===== src/flr_pkg.sv =====
// constants, types and decode functions for the multi-lane flash pin layer
// Contract
// (RULE1) lane 0 carries host bits in single mode, becomes data lane 0 otherwise
// (RULE2) lane 1 carries device bits in single mode, becomes data lane 1 otherwise
// (RULE3) write-protect pin acts as protect input unless quad operation is active
// (RULE4) hold pin pauses transfer in single or dual, is data lane 3 in quad
// (RULE5) single commands: host sends on lane 0 only, device answers on lane 1 only
// (RULE6) dual and quad output commands: host sends everything on lane 0 only
// (RULE7) dual output returns pairs on lanes 0-1, quad output nibbles on lanes 0-3
// (RULE8) dual and quad io commands: host sends pairs or nibbles on the wide lanes
// (RULE9) dual and quad io commands return data at the same lane width as input
// (RULE10) device samples every input lane at the serial clock rising edge
// (RULE11) device changes output bits only after a serial clock falling edge
// (RULE12) select, write-protect and hold are asserted when low
// (RULE13) quad enable bit set disables write-protect; pin is data lane 2 only
// (RULE14) select high: ignore all inputs and release every output lane; the code still lets the write-protect pin drive o_write_protect
// (RULE15) hold starts and ends only while clock is low; lanes released, inputs ignored
// (RULE16) host uses clock mode 0 or mode 3 while the memory is selected
// (RULE17) device drives lanes only during the data return phase
package flr_pkg;
    // ********************************
    // types
    // ********************************
    typedef enum logic [2:0] {
        FLR_SINGLE   = 3'b000,
        FLR_DUAL_OUT = 3'b001,
        FLR_QUAD_OUT = 3'b010,
        FLR_DUAL_IO  = 3'b011,
        FLR_QUAD_IO  = 3'b100
    } flr_mode_type;

    typedef enum logic [1:0] {
        FLR_ST_IDLE = 2'b00,
        FLR_ST_IN   = 2'b01,
        FLR_ST_OUT  = 2'b10
    } flr_state_type;

    // ********************************
    // constants
    // ********************************
    localparam logic [3:0] FLR_LANES_RELEASED = 4'hF;
    localparam logic [3:0] FLR_LANE_OUT_RST = 4'h0;
    localparam logic [3:0] FLR_RX_DATA_RST = 4'h0;
    localparam logic [3:0] FLR_MASK_LANE0 = 4'h1;
    localparam logic [3:0] FLR_MASK_LANE1 = 4'h2;
    localparam logic [3:0] FLR_MASK_PAIR = 4'h3;
    localparam logic [3:0] FLR_MASK_NIBBLE = 4'hF;
    localparam int FLR_SYNC_W = 6;
    localparam int FLR_SYNC_SCK_BIT = 0;
    localparam int FLR_SYNC_CS_BIT = 1;
    localparam int FLR_SYNC_LANE_LSB = 2;
    // pins idle: clock low, deselected, lanes 2 and 3 pulled high
    localparam logic [5:0] FLR_SYNC_RST = 6'h32;
    localparam logic [1:0] FLR_RST_SYNC_RST = 2'h0;

    // ********************************
    // decode functions
    // ********************************
    function automatic logic flr_is_quad(input flr_mode_type m);
        return (m == FLR_QUAD_OUT) || (m == FLR_QUAD_IO);
    endfunction : flr_is_quad

    function automatic logic [3:0] flr_out_mask(input flr_mode_type m);
        logic [3:0] r;
        r = FLR_MASK_LANE1;
        if (m == FLR_DUAL_OUT || m == FLR_DUAL_IO) begin
            r = FLR_MASK_PAIR;
        end else if (flr_is_quad(m)) begin
            r = FLR_MASK_NIBBLE;
        end
        return r;
    endfunction : flr_out_mask

    function automatic logic [3:0] flr_in_mask(input flr_mode_type m, input logic wide);
        logic [3:0] r;
        r = FLR_MASK_LANE0;
        if (wide && m == FLR_DUAL_IO) begin
            r = FLR_MASK_PAIR;
        end else if (wide && m == FLR_QUAD_IO) begin
            r = FLR_MASK_NIBBLE;
        end
        return r;
    endfunction : flr_in_mask
endpackage : flr_pkg


===== src/flr_pins_if.sv =====
// synchronised pin levels and serial clock edges
`timescale 1ns/1ps
interface flr_pins_if;
    logic sck_lvl;
    logic sck_rise;
    logic sck_fall;
    logic cs_n;
    logic [3:0] lane_in;

    modport sync (output sck_lvl, output sck_rise, output sck_fall, output cs_n,
        output lane_in);
    modport ctrl (input sck_lvl, input sck_rise, input sck_fall, input cs_n,
        input lane_in);
endinterface : flr_pins_if


===== src/flr_lanes.sv =====
// top of the multi-lane serial flash pin layer, device side
`timescale 1ns/1ps
module flr_lanes (
    input wire logic i_ref_clk,
    input wire logic i_nrst,
    input wire logic i_sck,
    input wire logic i_cs_n,
    input wire logic [3:0] i_lane_in,
    input wire flr_pkg::flr_mode_type i_xfer_mode,
    input wire logic i_in_wide,
    input wire logic i_out_phase,
    input wire logic i_quad_enable_bit,
    input wire logic [3:0] i_tx_data,
    output logic [3:0] o_lane_out,
    output logic [3:0] o_lane_oe_n,
    output logic o_rx_valid,
    output logic [3:0] o_rx_data,
    output logic o_tx_take,
    output logic o_write_protect,
    output logic o_hold_active,
    output logic o_selected
);
    // ********************************
    // reset release
    // ********************************
    logic [1:0] rst_sync_r;
    logic rst_n_r;

    always_ff @(posedge i_ref_clk or negedge i_nrst) begin
        if (!i_nrst) begin
            rst_sync_r <= flr_pkg::FLR_RST_SYNC_RST;
        end else begin
            rst_sync_r <= {rst_sync_r[0], 1'b1};
        end
    end

    assign rst_n_r = rst_sync_r[1];

    // ********************************
    // pin synchroniser and lane map
    // ********************************
    flr_pins_if pins ();

    flr_pin_sync u_sync (
        .i_clk(i_ref_clk),
        .i_rst_n(rst_n_r),
        .i_sck(i_sck),
        .i_cs_n(i_cs_n),
        .i_lane(i_lane_in),
        .pins(pins)
    );

    flr_pkg::flr_state_type state_r;
    flr_pkg::flr_state_type state_nxt;
    flr_pkg::flr_mode_type mode_r;
    flr_pkg::flr_mode_type mode_nxt;
    logic hold_r;
    logic hold_nxt;
    logic hold_req;
    logic [3:0] out_r;
    logic [3:0] out_nxt;
    logic [3:0] oe_r;
    logic [3:0] oe_nxt;
    logic rx_valid_r;
    logic rx_valid_nxt;
    logic [3:0] rx_data_r;
    logic [3:0] rx_data_nxt;
    logic tx_take_r;
    logic tx_take_nxt;
    logic wp_r;
    logic wp_nxt;
    logic sel_r;
    logic sel_nxt;
    logic [3:0] in_mask;
    logic [3:0] out_mask;
    logic [3:0] out_lanes;

    flr_lane_map u_map (
        .i_in_mode(i_xfer_mode),
        .i_in_wide(i_in_wide),
        .i_out_mode(mode_nxt),
        .i_tx_data(i_tx_data),
        .o_in_mask(in_mask),
        .o_out_mask(out_mask),
        .o_out_lanes(out_lanes)
    );

    // ********************************
    // transfer control
    // ********************************
    // hold pin and write-protect pin are pin functions only outside quad use
    assign hold_req = !pins.lane_in[3] && !i_quad_enable_bit
        && !flr_pkg::flr_is_quad(i_xfer_mode); // see (RULE4) see (RULE12)

    always_comb begin
        state_nxt = state_r;
        mode_nxt = mode_r;
        hold_nxt = hold_r;
        out_nxt = out_r;
        rx_valid_nxt = 1'b0;
        rx_data_nxt = rx_data_r;
        tx_take_nxt = 1'b0;
        sel_nxt = !pins.cs_n; // see (RULE12)
        wp_nxt = !pins.lane_in[2] && !i_quad_enable_bit
            && !flr_pkg::flr_is_quad(i_xfer_mode); // see (RULE3) see (RULE13)
        if (pins.cs_n) begin
            state_nxt = flr_pkg::FLR_ST_IDLE; // see (RULE14)
            hold_nxt = 1'b0;
        end else begin
            if (!pins.sck_lvl) begin
                hold_nxt = hold_req; // see (RULE15)
            end
            case (state_r)
                flr_pkg::FLR_ST_IDLE: begin
                    state_nxt = flr_pkg::FLR_ST_IN;
                end
                flr_pkg::FLR_ST_IN: begin
                    if (pins.sck_fall && !hold_nxt && i_out_phase) begin
                        state_nxt = flr_pkg::FLR_ST_OUT; // see (RULE17)
                        mode_nxt = i_xfer_mode;
                    end
                end
                flr_pkg::FLR_ST_OUT: begin
                    if (pins.sck_fall && !hold_nxt && !i_out_phase) begin
                        state_nxt = flr_pkg::FLR_ST_IN; // see (RULE17)
                    end
                end
                default: begin
                    state_nxt = flr_pkg::FLR_ST_IDLE;
                end
            endcase
            if (state_r == flr_pkg::FLR_ST_IN && pins.sck_rise && !hold_r) begin
                rx_valid_nxt = 1'b1; // see (RULE10)
                rx_data_nxt = pins.lane_in & in_mask; // see (RULE1) see (RULE6)
            end
            if (state_nxt == flr_pkg::FLR_ST_OUT && pins.sck_fall && !hold_nxt) begin
                out_nxt = out_lanes; // see (RULE11) see (RULE2)
                tx_take_nxt = 1'b1;
            end
        end
        if (state_nxt == flr_pkg::FLR_ST_OUT && !hold_nxt) begin
            oe_nxt = ~out_mask; // see (RULE17) see (RULE7) see (RULE9)
        end else begin
            oe_nxt = flr_pkg::FLR_LANES_RELEASED; // see (RULE14) see (RULE15)
        end
    end

    always_ff @(posedge i_ref_clk or negedge rst_n_r) begin
        if (!rst_n_r) begin
            state_r <= flr_pkg::FLR_ST_IDLE;
            mode_r <= flr_pkg::FLR_SINGLE;
            hold_r <= 1'b0;
            out_r <= flr_pkg::FLR_LANE_OUT_RST;
            oe_r <= flr_pkg::FLR_LANES_RELEASED;
            rx_valid_r <= 1'b0;
            rx_data_r <= flr_pkg::FLR_RX_DATA_RST;
            tx_take_r <= 1'b0;
            wp_r <= 1'b0;
            sel_r <= 1'b0;
        end else begin
            state_r <= state_nxt;
            mode_r <= mode_nxt;
            hold_r <= hold_nxt;
            out_r <= out_nxt;
            oe_r <= oe_nxt;
            rx_valid_r <= rx_valid_nxt;
            rx_data_r <= rx_data_nxt;
            tx_take_r <= tx_take_nxt;
            wp_r <= wp_nxt;
            sel_r <= sel_nxt;
        end
    end

    assign o_lane_out = out_r;
    assign o_lane_oe_n = oe_r;
    assign o_rx_valid = rx_valid_r;
    assign o_rx_data = rx_data_r;
    assign o_tx_take = tx_take_r;
    assign o_write_protect = wp_r;
    assign o_hold_active = hold_r;
    assign o_selected = sel_r;

    // ********************************
    // assertions
    // ********************************
    a_deselect_release: assert property (@(posedge i_ref_clk) disable iff (!rst_n_r) // see (RULE14)
        pins.cs_n |=> (o_lane_oe_n == 4'hF) && !o_rx_valid)
        else $error("lanes driven or input taken while deselected");

    a_sample_on_rise: assert property (@(posedge i_ref_clk) disable iff (!rst_n_r) // see (RULE10)
        o_rx_valid |-> $past(pins.sck_rise) && !$past(hold_r))
        else $error("input sampled away from a rising clock edge");

    a_update_on_fall: assert property (@(posedge i_ref_clk) disable iff (!rst_n_r) // see (RULE11)
        (o_lane_out != $past(o_lane_out)) |-> $past(pins.sck_fall))
        else $error("output lanes changed away from a falling clock edge");

    a_single_out_lane: assert property (@(posedge i_ref_clk) disable iff (!rst_n_r) // see (RULE5)
        (state_r == flr_pkg::FLR_ST_OUT && !hold_r && mode_r == flr_pkg::FLR_SINGLE)
        |-> (o_lane_oe_n == 4'hD))
        else $error("single mode must drive lane 1 only");

    a_dual_out_lanes: assert property (@(posedge i_ref_clk) disable iff (!rst_n_r) // see (RULE7)
        (state_r == flr_pkg::FLR_ST_OUT && !hold_r && mode_r == flr_pkg::FLR_DUAL_OUT)
        |-> (o_lane_oe_n == 4'hC))
        else $error("dual output must drive lanes 0 and 1");

    a_quad_io_lanes: assert property (@(posedge i_ref_clk) disable iff (!rst_n_r) // see (RULE9)
        (state_r == flr_pkg::FLR_ST_OUT && !hold_r && mode_r == flr_pkg::FLR_QUAD_IO)
        |-> (o_lane_oe_n == 4'h0))
        else $error("quad io must drive all four lanes");

    a_hold_enter: assert property (@(posedge i_ref_clk) disable iff (!rst_n_r) // see (RULE15)
        (!pins.cs_n && !pins.sck_lvl && hold_req) |=> o_hold_active && (o_lane_oe_n == 4'hF))
        else $error("hold not taken while clock low");

    a_hold_release: assert property (@(posedge i_ref_clk) disable iff (!rst_n_r) // see (RULE4)
        hold_r |-> (o_lane_oe_n == 4'hF) && !o_rx_valid && !o_tx_take)
        else $error("lanes active during hold");

    a_wp_quad_off: assert property (@(posedge i_ref_clk) disable iff (!rst_n_r) // see (RULE13)
        i_quad_enable_bit |=> !o_write_protect)
        else $error("write protect active with quad enable set");

    a_no_idle_drive: assert property (@(posedge i_ref_clk) disable iff (!rst_n_r) // see (RULE17)
        (state_r != flr_pkg::FLR_ST_OUT) |-> (o_lane_oe_n == 4'hF))
        else $error("lanes driven outside the return phase");

    a_rx_single_lane: assert property (@(posedge i_ref_clk) disable iff (!rst_n_r) // see (RULE6)
        (o_rx_valid && $past(i_xfer_mode) != flr_pkg::FLR_DUAL_IO
        && $past(i_xfer_mode) != flr_pkg::FLR_QUAD_IO) |-> (o_rx_data[3:1] == 3'h0))
        else $error("host bits taken from a lane other than lane 0");

    a_take_on_fall: assert property (@(posedge i_ref_clk) disable iff (!rst_n_r) // see (RULE11)
        o_tx_take |-> $past(pins.sck_fall) && !o_hold_active)
        else $error("return data loaded away from a falling clock edge");

    a_quad_out_lanes: assert property (@(posedge i_ref_clk) disable iff (!rst_n_r) // see (RULE7)
        (state_r == flr_pkg::FLR_ST_OUT && !hold_r && mode_r == flr_pkg::FLR_QUAD_OUT)
        |-> (o_lane_oe_n == 4'h0))
        else $error("quad output must drive all four lanes");

    a_dual_io_lanes: assert property (@(posedge i_ref_clk) disable iff (!rst_n_r) // see (RULE9)
        (state_r == flr_pkg::FLR_ST_OUT && !hold_r && mode_r == flr_pkg::FLR_DUAL_IO)
        |-> (o_lane_oe_n == 4'hC))
        else $error("dual io must drive lanes 0 and 1");

    a_select_level: assert property (@(posedge i_ref_clk) disable iff (!rst_n_r) // see (RULE12)
        o_selected == !$past(pins.cs_n))
        else $error("select flag does not follow the low select pin");
endmodule : flr_lanes


===== src/flr_pin_sync.sv =====
// two-flop synchroniser for the pins and serial clock edge finder
`timescale 1ns/1ps
module flr_pin_sync (
    input wire logic i_clk,
    input wire logic i_rst_n,
    input wire logic i_sck,
    input wire logic i_cs_n,
    input wire logic [3:0] i_lane,
    flr_pins_if.sync pins
);
    logic [5:0] meta_r;
    logic [5:0] meta_nxt;
    logic [5:0] stab_r;
    logic [5:0] stab_nxt;
    logic sck_last_r;
    logic sck_last_nxt;

    always_comb begin
        meta_nxt = {i_lane, i_cs_n, i_sck};
        stab_nxt = meta_r;
        sck_last_nxt = stab_r[flr_pkg::FLR_SYNC_SCK_BIT];
    end

    always_ff @(posedge i_clk or negedge i_rst_n) begin
        if (!i_rst_n) begin
            meta_r <= flr_pkg::FLR_SYNC_RST;
            stab_r <= flr_pkg::FLR_SYNC_RST;
            sck_last_r <= 1'b0;
        end else begin
            meta_r <= meta_nxt;
            stab_r <= stab_nxt;
            sck_last_r <= sck_last_nxt;
        end
    end

    assign pins.sck_lvl = stab_r[flr_pkg::FLR_SYNC_SCK_BIT];
    assign pins.sck_rise = stab_r[flr_pkg::FLR_SYNC_SCK_BIT] && !sck_last_r;
    assign pins.sck_fall = !stab_r[flr_pkg::FLR_SYNC_SCK_BIT] && sck_last_r;
    assign pins.cs_n = stab_r[flr_pkg::FLR_SYNC_CS_BIT];
    assign pins.lane_in = stab_r[flr_pkg::FLR_SYNC_LANE_LSB +: 4];
endmodule : flr_pin_sync


===== src/flr_lane_map.sv =====
// lane masks and placement of return data onto the lanes
`timescale 1ns/1ps
module flr_lane_map (
    input wire flr_pkg::flr_mode_type i_in_mode,
    input wire logic i_in_wide,
    input wire flr_pkg::flr_mode_type i_out_mode,
    input wire logic [3:0] i_tx_data,
    output logic [3:0] o_in_mask,
    output logic [3:0] o_out_mask,
    output logic [3:0] o_out_lanes
);
    always_comb begin
        o_in_mask = flr_pkg::flr_in_mask(i_in_mode, i_in_wide); // see (RULE8)
        o_out_mask = flr_pkg::flr_out_mask(i_out_mode);
        if (o_out_mask == flr_pkg::FLR_MASK_LANE1) begin
            o_out_lanes = {2'h0, i_tx_data[0], 1'b0}; // see (RULE5)
        end else begin
            o_out_lanes = i_tx_data & o_out_mask; // see (RULE7) see (RULE9)
        end
    end
endmodule : flr_lane_map


===== config.mk =====
export PLATFORM = sky130hd
export DESIGN_NAME = flr_lanes
export DESIGN_NICKNAME = d
export VERILOG_FILES = /design/src/flr_pkg.sv /design/src/flr_pins_if.sv /design/src/flr_lanes.sv /design/src/flr_pin_sync.sv /design/src/flr_lane_map.sv
export SDC_FILE = /design/constraint.sdc
export NUM_CORES = 1
export LEC_CHECK = 0
export BUFFER_PORTS_ARGS = -buffer_cell sky130_fd_sc_hd__clkbuf_2
export CORE_ASPECT_RATIO = 0.6
export CORE_MARGIN = 4
export CORE_UTILIZATION = 45
export CTS_BUF_LIST = sky130_fd_sc_hd__clkbuf_8
export DETAILED_ROUTE_END_ITERATION = 8
export GPL_TIMING_DRIVEN = 0
export PLACE_DENSITY = 0.73
export SLEW_MARGIN = 25
export SYNTH_ARGS = -nofsm -noshare
export SYNTH_HDL_FRONTEND = slang
export SYNTH_HIERARCHICAL = 1
export SYNTH_SLANG_ARGS = --single-unit

===== constraint.sdc =====
create_clock -name i_ref_clk -period 1.4 [get_ports i_ref_clk]
set_clock_uncertainty 0.05 [all_clocks]
set_input_delay 0.21 -clock i_ref_clk [delete_from_list [all_inputs] [get_ports i_ref_clk]]
set_output_delay 0.21 -clock i_ref_clk [all_outputs]
set_load 0.005 [all_outputs]

==> reports/metrics.csv, run 1 <==
metric;value;unit
gate count after technology mapping;111;
worst path arrival time;2.44;ns
TritonCTS clock tree;yes;
placer's final routability congestion estimate;0.805;
Placement Cell Area;0.00172;mm2
final cell area excluding filler cells;0.00201;mm2
Post-synth ARST share;1.00;
data required time of the worst path;1.52;ns
Yosys warning total;6;
Starting DRT DRC Count;26;
total congestion overflow after global routing;0;
violations in the final reports;negative setup slack;
final instance count without filler cells;214;
number of design rule violations left after detail routing;0;
Worst Tran Pin Value;0.731;ns
TritonRoute pass-1 iters;3;
post-detailed-route via-to-cell ratio;4.52;
max-slew violation count;0;
Max transition margin;0.513;
vias in the first global route;995;
Post-Synthesis Cell Area;0.00147;mm2
Nets;189;
time the final worst path needs with I/O delays and setup;2.32;ns
max-cap check violation count;0;
Max Clk Rate;430;MHz
Setup CP Type;flop to flop;
count of cells along the worst hold path;2;
routed len/inst;12.4;um
wire length of the first global-routing pass;4420;um
remaining antenna violation count after routing;0;
clock-pin transition on the worst setup and hold timing paths;0.07;ns
setup violation total in the final timing report;13;
wire length after detailed routing;2650;um
Max rail drop VDD;714;uV
placed wire-length estimate;1790;um
diode insertion count for antenna repair;0;
static power due to leakage;0.974;nW
Worst Path Max Fanout;3;
initial antenna violation count;0;
fraction of final layout cells with drive strength greater than 1;0.535;
Worst Reg2Reg Path Length in Cells;9;
number of H-tree levels;2;
source-to-sink clock delay at the later pin of the worst-skew pair;0.28;ns
leading cell types in the layout, fill and taps excluded;sky130_fd_sc_hd__clkbuf_2 (34), sky130_fd_sc_hd__dfrtp_1 (25), sky130_fd_sc_hd__nand2_1 (13);
Seq cells post-synth;37;
number of distinct library cells after synthesis;34;
smallest setup slack after layout;-0.924;ns
post-synthesis to final-layout area growth;36.9;%
CP startpoint kind;flop;
CORE AREA;0.00298;mm2
leading cell type in the layout, fill and taps excluded;sky130_fd_sc_hd__clkbuf_2;
floorplan die width;81.7;um
Placed Cells;188;
worst hold path class;input port to flop;
clk sink count;37;
outcome;finished, violations left;
average cell area after synthesis;13.2;um2
via count;968;
height of the die;52.2;um
initial cell density of the core;0.491;
count of boundary I/O pins;35;
number of enable-type register cells in the synthesized netlist;0;
Placement Rows;15;
GRT Total Usage;0.145;
pwr dens;1270;mW/mm2
Fin. Hold Viols;0;
final worst-path cycle share;1.66;
full die area;0.00427;mm2
unrepaired setup endpoints after global routing;yes;
maximum number of pins on one net before global-route repair;36;
number of I/O port buffers;34;
maximum root-to-sink buffer count;2;
Root Driver;sky130_fd_sc_hd__clkbuf_8;
portion of the post-synthesis area used by sequential elements;0.640;
primary flip-flop cell chosen by synthesis mapping;sky130_fd_sc_hd__dfrtp_1;
total clock buffers created by CTS;5;
sort of element at the end of the critical path;flop;
-- metal layers --
| metal | GRT usage | vias up | share of wire |
|---|---|---|---|
| met4 | 0.0580 | 0 | 0.016 |
| met2 | 0.230 | 24 | 0.48 |
| met3 | 0.0533 | 5 | 0.065 |
| met1 | 0.180 | 458 | 0.44 |
| li1 | - | 481 | - |
| met5 | 0 | - | 0 |
-- worst paths after layout --
check	from	to	slack [ns]
hold / removal	i_quad_enable_bit	o_write_protect	0.09
hold reg to reg	rst_sync_r[1]	u_sync/meta_r[2]	0.28
setup reg to reg	u_sync/stab_r[0]	o_lane_out[1]	-0.92
min in group asynchronous	i_nrst	rst_sync_r[0]	0.18
max in group asynchronous	rst_sync_r[1]	u_sync/stab_r[0]	0.50
setup / recovery	u_sync/stab_r[0]	o_lane_out[1]	-0.92
-- cell type report --
type | count | area [um2]
multi-input cells | 67 | 552
repair buffers | 52 | 334
flip-flops and latches | 37 | 941
well taps | 42 | 52.6
fillers | 215 | 977
inverters | 4 | 15.0
plain buffers | 4 | 30.0
clock buffers | 5 | 68.8
clock inverters | 3 | 13.8
-- registers in the layout (all words and copies together), names as in the netlist --
name / count
u_sync/meta_r: 6
u_sync/stab_r: 6
o_lane_oe_n: 4
o_lane_out: 4
o_rx_data: 4
mode_r: 3
rst_sync_r: 2
state_r: 2
o_hold_active: 1
o_rx_valid: 1
o_selected: 1
o_tx_take: 1
o_write_protect: 1
u_sync/sck_last_r: 1
-- cell usage after synthesis, types with 3 or more instances --
| cell type | n | area, um2 |
|---|---|---|
| sky130_fd_sc_hd__buf_4 | 4 | 30.0 |
| sky130_fd_sc_hd__xnor2_1 | 3 | 26.3 |
| sky130_fd_sc_hd__nand2_1 | 14 | 52.6 |
| sky130_fd_sc_hd__mux2_1 | 3 | 33.8 |
| sky130_fd_sc_hd__o21ai_0 | 3 | 15.0 |
| sky130_fd_sc_hd__nor2_1 | 3 | 11.3 |
| sky130_fd_sc_hd__a21oi_1 | 4 | 20.0 |
| sky130_fd_sc_hd__inv_1 | 4 | 15.0 |
| sky130_fd_sc_hd__dfstp_2 | 10 | 263 |
| sky130_fd_sc_hd__and2_1 | 3 | 18.8 |
| sky130_fd_sc_hd__mux2_4 | 5 | 75.1 |
| sky130_fd_sc_hd__dfrtp_1 | 27 | 676 |
-- critical path: stages, from the launching register on --
cell                      delay (ns)
sky130_fd_sc_hd__dfrtp_2        0.43
sky130_fd_sc_hd__and2b_2        0.23
sky130_fd_sc_hd__inv_2          0.05
sky130_fd_sc_hd__a21oi_4        0.14
sky130_fd_sc_hd__nand4_4        0.13
sky130_fd_sc_hd__mux2_4         0.35
sky130_fd_sc_hd__nor2_4         0.12
sky130_fd_sc_hd__xnor2_2        0.13
sky130_fd_sc_hd__mux2_4         0.31
sky130_fd_sc_hd__mux2_4         0.27
-- metrics by stage --
stage | setup slack, ns | power (mW) | hold slack, ns | setup TNS [ns] | utilization
2_1_floorplan | -0.946 | 1.55 | -0.136 | -5.08 | -
3_3_place_gp | -1.04 | 1.67 | -0.0539 | -8.48 | 0.577
3_5_place_dp | -1.07 | 1.69 | -0.0528 | -7.31 | 0.578
4_1_cts | -0.937 | 2.53 | 0.0826 | -6.03 | 0.660
5_1_grt | -1.05 | 2.72 | 0.0813 | -7.68 | 0.673
6_report | -0.924 | 2.55 | 0.0902 | -6.25 | 0.673
-- cells by family (layout without fill, tap and decap cells) --
family / after synthesis / in the layout / share of synthesized area
xor gates and xnor gates: 4 / 4 / 0.0290
buffers and inverters: 8 / 68 / 0.0307
muxes: 8 / 8 / 0.0742
AOI/OAI and AO/OA: 14 / 14 / 0.0649
and+or+nand+nor: 38 / 38 / 0.156
other: 2 / 3 / 0.00512
DFF: 37 / 37 / 0.640
-- power by group --
part           leakage (nW)  internal, mW  switching, mW
sequential            0.443          1.18         0.0686
combinational         0.482         0.385          0.233
clock                0.0491         0.337          0.342
-- repair_timing --
item	4_1_cts	5_1_grt
resized for setup	8	5
hold buffers	7	0
setup buffers	9	4
endpoints found under the setup margin	17	17
endpoints found under the hold margin	8	0
pin swaps	5	3
Power figures use the tool's default switching activity.
==> inputs of run 2 (changes only) <==
- ABC_AREA: unset -> 1
- HOLD_SLACK_MARGIN: unset -> 0.1
- PLACE_DENSITY: 0.73 -> 0.72
- SLEW_MARGIN: 25 -> 30
==> run 2 against run 1 <==
Net effect: the flow still finishes with violations (negative setup slack); sequential power about the same; highest routed layer unchanged; via count increased by 16%; largest power group unchanged; synthesized cell count increased by 25%; worst hold slack improved by 0.093 ns; critical path type unchanged; routed wire length increased by 18%.
==> reports/metrics.csv, run 2 <==
metric;value;unit;change
full die area;0.00446;mm2;+4.6%
vias in the first global route;1165;;+17%
R2R Path End;o_lane_out[1];;
Max transition margin;0.507;;-0.00572
via count;1122;;+16%
diode insertion count for antenna repair;0;;unchanged
Post-Synthesis Cell Area;0.00154;mm2;+5.3%
worst setup path startpoint;u_sync/stab_r[5];;
number of distinct library cells after synthesis;25;;-26%
leading cell type in the layout, fill and taps excluded;sky130_fd_sc_hd__clkbuf_2;;
total power;2.47;mW;-3.0%
portion of the post-synthesis area used by sequential elements;0.608;;-0.0322
Nets;218;;+15%
clk sink count;37;;unchanged
static power due to leakage;1.06;nW;+8.6%
unrepaired setup endpoints after global routing;yes;;
leading post-synthesis cells by cell area;sky130_fd_sc_hd__dfrtp_1 (44%), sky130_fd_sc_hd__dfstp_2 (17%), sky130_fd_sc_hd__inv_1 (5.3%);;
sort of element at the end of the critical path;flop;;
Worst Path Max Fanout;6;;+3
fraction of final layout cells with drive strength greater than 1;0.527;;-0.00752
most frequent cell after synthesis;sky130_fd_sc_hd__dfrtp_1;;
average cell area after synthesis;11.1;um2;-16%
TritonCTS clock tree;yes;;
placed wire-length estimate;1980;um;+11%
post-synthesis to final-layout area growth;38.8;%;
gate count after technology mapping;139;;+25%
remaining antenna violation count after routing;0;;unchanged
primary flip-flop cell chosen by synthesis mapping;sky130_fd_sc_hd__dfrtp_1;;
floorplan die width;83.6;um;+2.4%
summed negative setup slack over all endpoints;-5.60;ns;+0.643 ns
maximum root-to-sink buffer count;2;;unchanged
Worst Tran Pin Value;0.739;ns;+0.00859 ns
CORE AREA;0.00328;mm2;+10%
number of design rule violations left after detail routing;0;;unchanged
data required time of the worst path;1.58;ns;+0.06 ns
maximum number of pins on one net before global-route repair;36;;unchanged
Post-synth ARST share;1.00;;unchanged
clock-pin transition on the worst setup and hold timing paths;0.07;ns;about the same
initial cell density of the core;0.470;;-0.0211
Worst setup endpoint;o_lane_out[1];;
TritonRoute pass-1 iters;4;;+1
Max Clk Rate;507;MHz;+18%
Setup CP Type;flop to flop;;
ranking of synthesized cells by instance count;sky130_fd_sc_hd__dfrtp_1 (27), sky130_fd_sc_hd__inv_1 (22), sky130_fd_sc_hd__nand2_1 (18), sky130_fd_sc_hd__nand3_1 (11), sky130_fd_sc_hd__dfstp_2 (10);;
post-detailed-route via-to-cell ratio;4.56;;+0.83%
height of the die;53.4;um;+2.2%
violations in the final reports;negative setup slack;;
Yosys warning total;6;;unchanged
Synth area leader;sky130_fd_sc_hd__dfrtp_1;;
number of enable-type register cells in the synthesized netlist;0;;unchanged
Placement Rows;16;;+1
source-to-sink clock delay at the later pin of the worst-skew pair;0.28;ns;about the same
number of H-tree levels;2;;unchanged
total congestion overflow after global routing;0;;unchanged
Root Driver;sky130_fd_sc_hd__clkbuf_8;;
GRT Total Usage;0.154;;+0.00961
Starting DRT DRC Count;51;;+96%
Seq cells post-synth;37;;unchanged
number of I/O port buffers;34;;unchanged
wire length after detailed routing;3130;um;+18%
CP startpoint kind;flop;;
max-cap check violation count;0;;unchanged
leading cell types in the layout, fill and taps excluded;sky130_fd_sc_hd__clkbuf_2 (34), sky130_fd_sc_hd__dfrtp_1 (24), sky130_fd_sc_hd__inv_1 (22);;
reg-to-reg critical path startpoint;u_sync/stab_r[5];;
Worst Reg2Reg Path Length in Cells;13;;+4
pwr dens;1150;mW/mm2;-9.1%
initial antenna violation count;0;;unchanged
count of boundary I/O pins;35;;unchanged
leading registers by flop count;u_sync/meta_r: 6 flops, u_sync/stab_r: 6 flops;;
worst path arrival time;2.15;ns;-0.29 ns
outcome;finished, violations left;;
setup violation total in the final timing report;15;;+2
wire length of the first global-routing pass;5140;um;+16%
area share of the largest cell type after synthesis;0.438;;-0.0231
routed len/inst;12.7;um;+2.7%
time the final worst path needs with I/O delays and setup;1.97;ns;-0.352 ns
Fin. Hold Viols;0;;unchanged
total clock buffers created by CTS;5;;unchanged
placer's final routability congestion estimate;0.760;;-5.6%
max-slew violation count;0;;unchanged
Max rail drop VDD;714;uV;about the same
smallest setup slack after layout;-0.571;ns;+0.352 ns
register-to-register path setup slack;-0.57;ns;+0.35 ns
worst hold path class;input port to async pin;;
final worst-path cycle share;1.41;;-0.252
run 2: layout make-up:
class | count | area, um2
buffer | 4 | 30.0
inverter | 24 | 90.1
clock inverter | 2 | 7.51
sequential | 37 | 942
tap | 45 | 56.3
timing repair buffer | 53 | 357
clock buffer | 6 | 82.6
fill | 250 | 1140
multi-input combinational | 75 | 578
run 2: cell families (layout without fill, tap and decap cells):
group / count (synthesis) / in the layout / share of synthesized area
AOI/OAI and AO/OA: 11 / 11 / 0.0470
buffers and inverters: 28 / 89 / 0.0778
other: 2 / 3 / 0.00486
DFF: 37 / 37 / 0.608
and+or+nand+nor: 61 / 61 / 0.263
run 2: per-stage QoR:
stage / area (um2) / utilization / instances / worst slack (ns) / hold WS (ns)
2_1_floorplan: 1560 / - / 140 / -0.406 / -0.136
4_1_cts: 2080 / 0.634 / 244 / -0.541 / 0.175
3_3_place_gp: 1780 / 0.543 / 219 / -0.520 / -0.0544
6_report: 2140 / 0.653 / 246 / -0.571 / 0.183
3_5_place_dp: 1790 / 0.544 / 219 / -0.578 / -0.0502
5_1_grt: 2140 / 0.653 / 246 / -0.707 / 0.186
run 2: worst min path at each step:
stage,startpoint,endpoint,slack [ns],cells past startpoint
finish,i_nrst,rst_sync_r[0],0.18,2
global route,i_xfer_mode[0],mode_r[0],0.19,3
CTS,i_nrst,rst_sync_r[0],0.17,2
detailed placement,i_nrst,rst_sync_r[0],-0.05,1
global placement,i_nrst,rst_sync_r[0],-0.05,1
floorplan,i_nrst,rst_sync_r[0],-0.14,0
run 2: worst max-delay path: stages, from the launching register on:
cell and delay, ns:
sky130_fd_sc_hd__dfstp_2 0.56, sky130_fd_sc_hd__nor3_4 0.04, sky130_fd_sc_hd__nand2_2 0.09, sky130_fd_sc_hd__nand4_4 0.08, sky130_fd_sc_hd__or2_4 0.30, sky130_fd_sc_hd__o21ai_4 0.18
sky130_fd_sc_hd__inv_2 0.08, sky130_fd_sc_hd__nand2_4 0.06, sky130_fd_sc_hd__nand3_4 0.13, sky130_fd_sc_hd__nand2_4 0.10, sky130_fd_sc_hd__nand2_2 0.05, sky130_fd_sc_hd__nand2_2 0.05
sky130_fd_sc_hd__nand4_1 0.07, sky130_fd_sc_hd__nand2_1 0.07
run 2: layer usage:
layer  part of all wire  track usage
met2               0.49        0.256
met4              0.011       0.0561
met1               0.46        0.183
met3              0.042       0.0653
met5                  0            0
run 2: where the power goes:
part           switching, mW  internal (mW)  leakage [nW]  total (mW)
combinational          0.274          0.236         0.559       0.509
sequential            0.0632           1.17         0.445        1.23
clock                  0.348          0.386        0.0538       0.734
run 2: what timing repair did:
action | in CTS | in global routing
pin swaps | 10 | 8
resized for setup | 14 | 9
setup endpoints to repair | 9 | 19
hold buffers | 8 | 0
buffers inserted | 9 | 2
endpoints found under the hold margin | 9 | 0
==> inputs of run 3 (changes only) <==
- ABC_AREA: 1 -> unset
- PLACE_DENSITY: 0.72 -> 0.73
==> run 3 against run 2 <==
Net effect: the run still ends with negative setup slack left; setup slack worse by 0.37 ns; global-route usage is 0.46 points lower; combinational power is 22% higher; worst hold slack worse by 0.0018 ns; fmax is 16% lower; critical endpoint unchanged; largest power group unchanged.
==> reports/metrics.csv, run 3 (synthesis gave the netlist of run 1 again) <==
metric;value;unit;change
remaining antenna violation count after routing;0;;unchanged
Final Hold Slack;0.181;ns;-0.00180 ns
total power;2.56;mW;+3.5%
TritonCTS clock tree;yes;;
unrepaired setup endpoints after global routing;yes;;
leading cell types in the layout, fill and taps excluded;sky130_fd_sc_hd__clkbuf_2 (34), sky130_fd_sc_hd__dfrtp_1 (25), sky130_fd_sc_hd__nand2_1 (13);;
smallest setup slack after layout;-0.946;ns;-0.374 ns
initial antenna violation count;0;;unchanged
switching share of total power;0.255;;-0.0223
clk sink count;37;;unchanged
Worst Path Max Fanout;3;;-3
maximum root-to-sink buffer count;2;;unchanged
violations in the final reports;negative setup slack;;
height of the die;52.2;um;-2.2%
time the final worst path needs with I/O delays and setup;2.35;ns;+0.374 ns
Nets;190;;-13%
clock network fraction of design power;0.267;;-0.030
CORE AREA;0.00298;mm2;-9.1%
via count;1003;;-11%
vias in the first global route;1021;;-12%
sort of element at the end of the critical path;flop;;
initial cell density of the core;0.491;;+0.0211
GRT Total Usage;0.150;;-0.00460
full die area;0.00427;mm2;-4.4%
CP startpoint kind;flop;;
routed len/inst;12.8;um;+0.77%
setup slack at placement;-1.07;ns;-0.494 ns
filler cell count;210;;-16%
wire length of the first global-routing pass;4550;um;-11%
Root Driver;sky130_fd_sc_hd__clkbuf_8;;
Placed Cells;188;;-14%
source-to-sink clock delay at the later pin of the worst-skew pair;0.28;ns;about the same
register-to-register path setup slack;-0.95;ns;-0.37 ns
worst path arrival time;2.47;ns;+0.32 ns
summed negative setup slack over all endpoints;-6.50;ns;-0.894 ns
max-slew violation count;0;;unchanged
Setup CP Type;flop to flop;;
total clock buffers created by CTS;5;;unchanged
number of I/O port buffers;34;;unchanged
part of the total power dissipated in combinational logic;0.243;;+0.037
static power due to leakage;0.978;nW;-7.5%
leading cell type in the layout, fill and taps excluded;sky130_fd_sc_hd__clkbuf_2;;
wire length after detailed routing;2750;um;-12%
pwr dens;1270;mW/mm2;+9.9%
power share of the sequential group;0.489;;-0.008
net switching power figure;652;uW;-4.8%
setup violation total in the final timing report;13;;-2
diode insertion count for antenna repair;0;;unchanged
leading registers by flop count;u_sync/meta_r: 6 flops, u_sync/stab_r: 6 flops;;
max-cap check violation count;0;;unchanged
final instance count without filler cells;215;;-13%
Max transition margin;0.513;;+0.00604
post-synthesis to final-layout area growth;37.5;%;
post-detailed-route via-to-cell ratio;4.67;;+2.3%
count of boundary I/O pins;35;;unchanged
fraction of final layout cells with drive strength greater than 1;0.532;;+0.00443
floorplan die width;81.7;um;-2.3%
Fin. Hold Viols;0;;unchanged
outcome;finished, violations left;;
placer's final routability congestion estimate;0.805;;+5.9%
data required time of the worst path;1.52;ns;-0.06 ns
Worst Tran Pin Value;0.730;ns;-0.00906 ns
Starting DRT DRC Count;45;;-12%
worst hold path class;input port to async pin;;
Placement Rows;15;;-1
Max Clk Rate;426;MHz;-16%
Max rail drop VDD;715;uV;+0.14%
TritonRoute pass-1 iters;4;;unchanged
total congestion overflow after global routing;0;;unchanged
maximum number of pins on one net before global-route repair;36;;unchanged
number of H-tree levels;2;;unchanged
placed wire-length estimate;1790;um;-9.7%
clock-pin transition on the worst setup and hold timing paths;0.07;ns;about the same
P_int;1.91;mW;+6.7%
number of design rule violations left after detail routing;0;;unchanged
final worst-path cycle share;1.68;;+0.267
[run 3: changes by cell type in the layout (fill, tap and decap cells not counted), moves of 3 or more]
cell / before / now
sky130_fd_sc_hd__and2_1: 0 / 3
sky130_fd_sc_hd__nand4_1: 4 / 0
sky130_fd_sc_hd__inv_1: 22 / 4
sky130_fd_sc_hd__nand3_1: 9 / 0
sky130_fd_sc_hd__nand2_2: 7 / 1
sky130_fd_sc_hd__nand3_2: 3 / 0
sky130_fd_sc_hd__mux2_4: 0 / 8
sky130_fd_sc_hd__nand2_4: 7 / 0
sky130_fd_sc_hd__nand3_4: 3 / 0
sky130_fd_sc_hd__a21oi_1: 1 / 4
sky130_fd_sc_hd__inv_2: 4 / 1
[run 3: final timing paths]
kind | from | cells after the start | endpoint
max in group asynchronous | rst_sync_r[1] | 0 | u_sync/stab_r[0]
min in group i_ref_clk | i_tx_data[3] | 3 | o_lane_out[3]
setup reg to reg | u_sync/stab_r[0] | 9 | o_lane_out[1]
hold / removal | i_nrst | 2 | rst_sync_r[0]
setup / recovery | u_sync/stab_r[0] | 9 | o_lane_out[1]
hold reg to reg | rst_sync_r[1] | 0 | u_sync/meta_r[2]
[run 3: power groups by stage]
stage                     registers (mW)  clock network [mW]  logic [mW]
after floorplan                     1.26                   0       0.287
after global placement              1.26                   0       0.410
after detailed placement            1.27                   0       0.417
after CTS                           1.25               0.712       0.569
after global routing                1.27               0.783       0.674
final                               1.25               0.684       0.622
[run 3: cell type report]
cell class	count	area (um2)	share of cell area
well taps	42	52.6	0.0261
inverters	4	15.0	0.00744
clock inverters	3	13.8	0.00682
clock buffers	5	68.8	0.0341
multi-input cells	67	552	0.274
plain buffers	4	30.0	0.0149
flip-flops and latches	37	941	0.467
repair buffers	53	344	0.171
[run 3: critical path: stages (launching register included)]
cell and delay, ns:
sky130_fd_sc_hd__dfrtp_2 0.44, sky130_fd_sc_hd__and2b_2 0.24, sky130_fd_sc_hd__inv_2 0.05, sky130_fd_sc_hd__a21oi_4 0.14, sky130_fd_sc_hd__nand4_4 0.13, sky130_fd_sc_hd__mux2_4 0.35
sky130_fd_sc_hd__nor2_4 0.12, sky130_fd_sc_hd__xnor2_2 0.13, sky130_fd_sc_hd__mux2_4 0.31, sky130_fd_sc_hd__mux2_4 0.27
[run 3: per-stage QoR]
step           utilization  instance area (um2)
6_report             0.676                 2020
5_1_grt              0.676                 2020
4_1_cts              0.663                 1980
3_5_place_dp         0.578                 1720
3_3_place_gp         0.577                 1720
2_1_floorplan            -                 1500
[run 3: layer usage]
metal | up-vias | wire length (um) | GRT usage
li1 | 482 | - | -
met1 | 485 | 1180 | 0.190
met2 | 31 | 1340 | 0.236
met3 | 5 | 186 | 0.0533
met4 | 0 | 43 | 0.0580
met5 | - | 0 | 0
[run 3: what timing repair did]
action / CTS / global route
gates cloned: 0 / 0
hold buffers: 8 / 0
setup endpoints to repair: 17 / 18
pin swaps: 5 / 3
resized for setup: 8 / 5
setup buffers: 9 / 4
hold endpoints to repair: 9 / 0
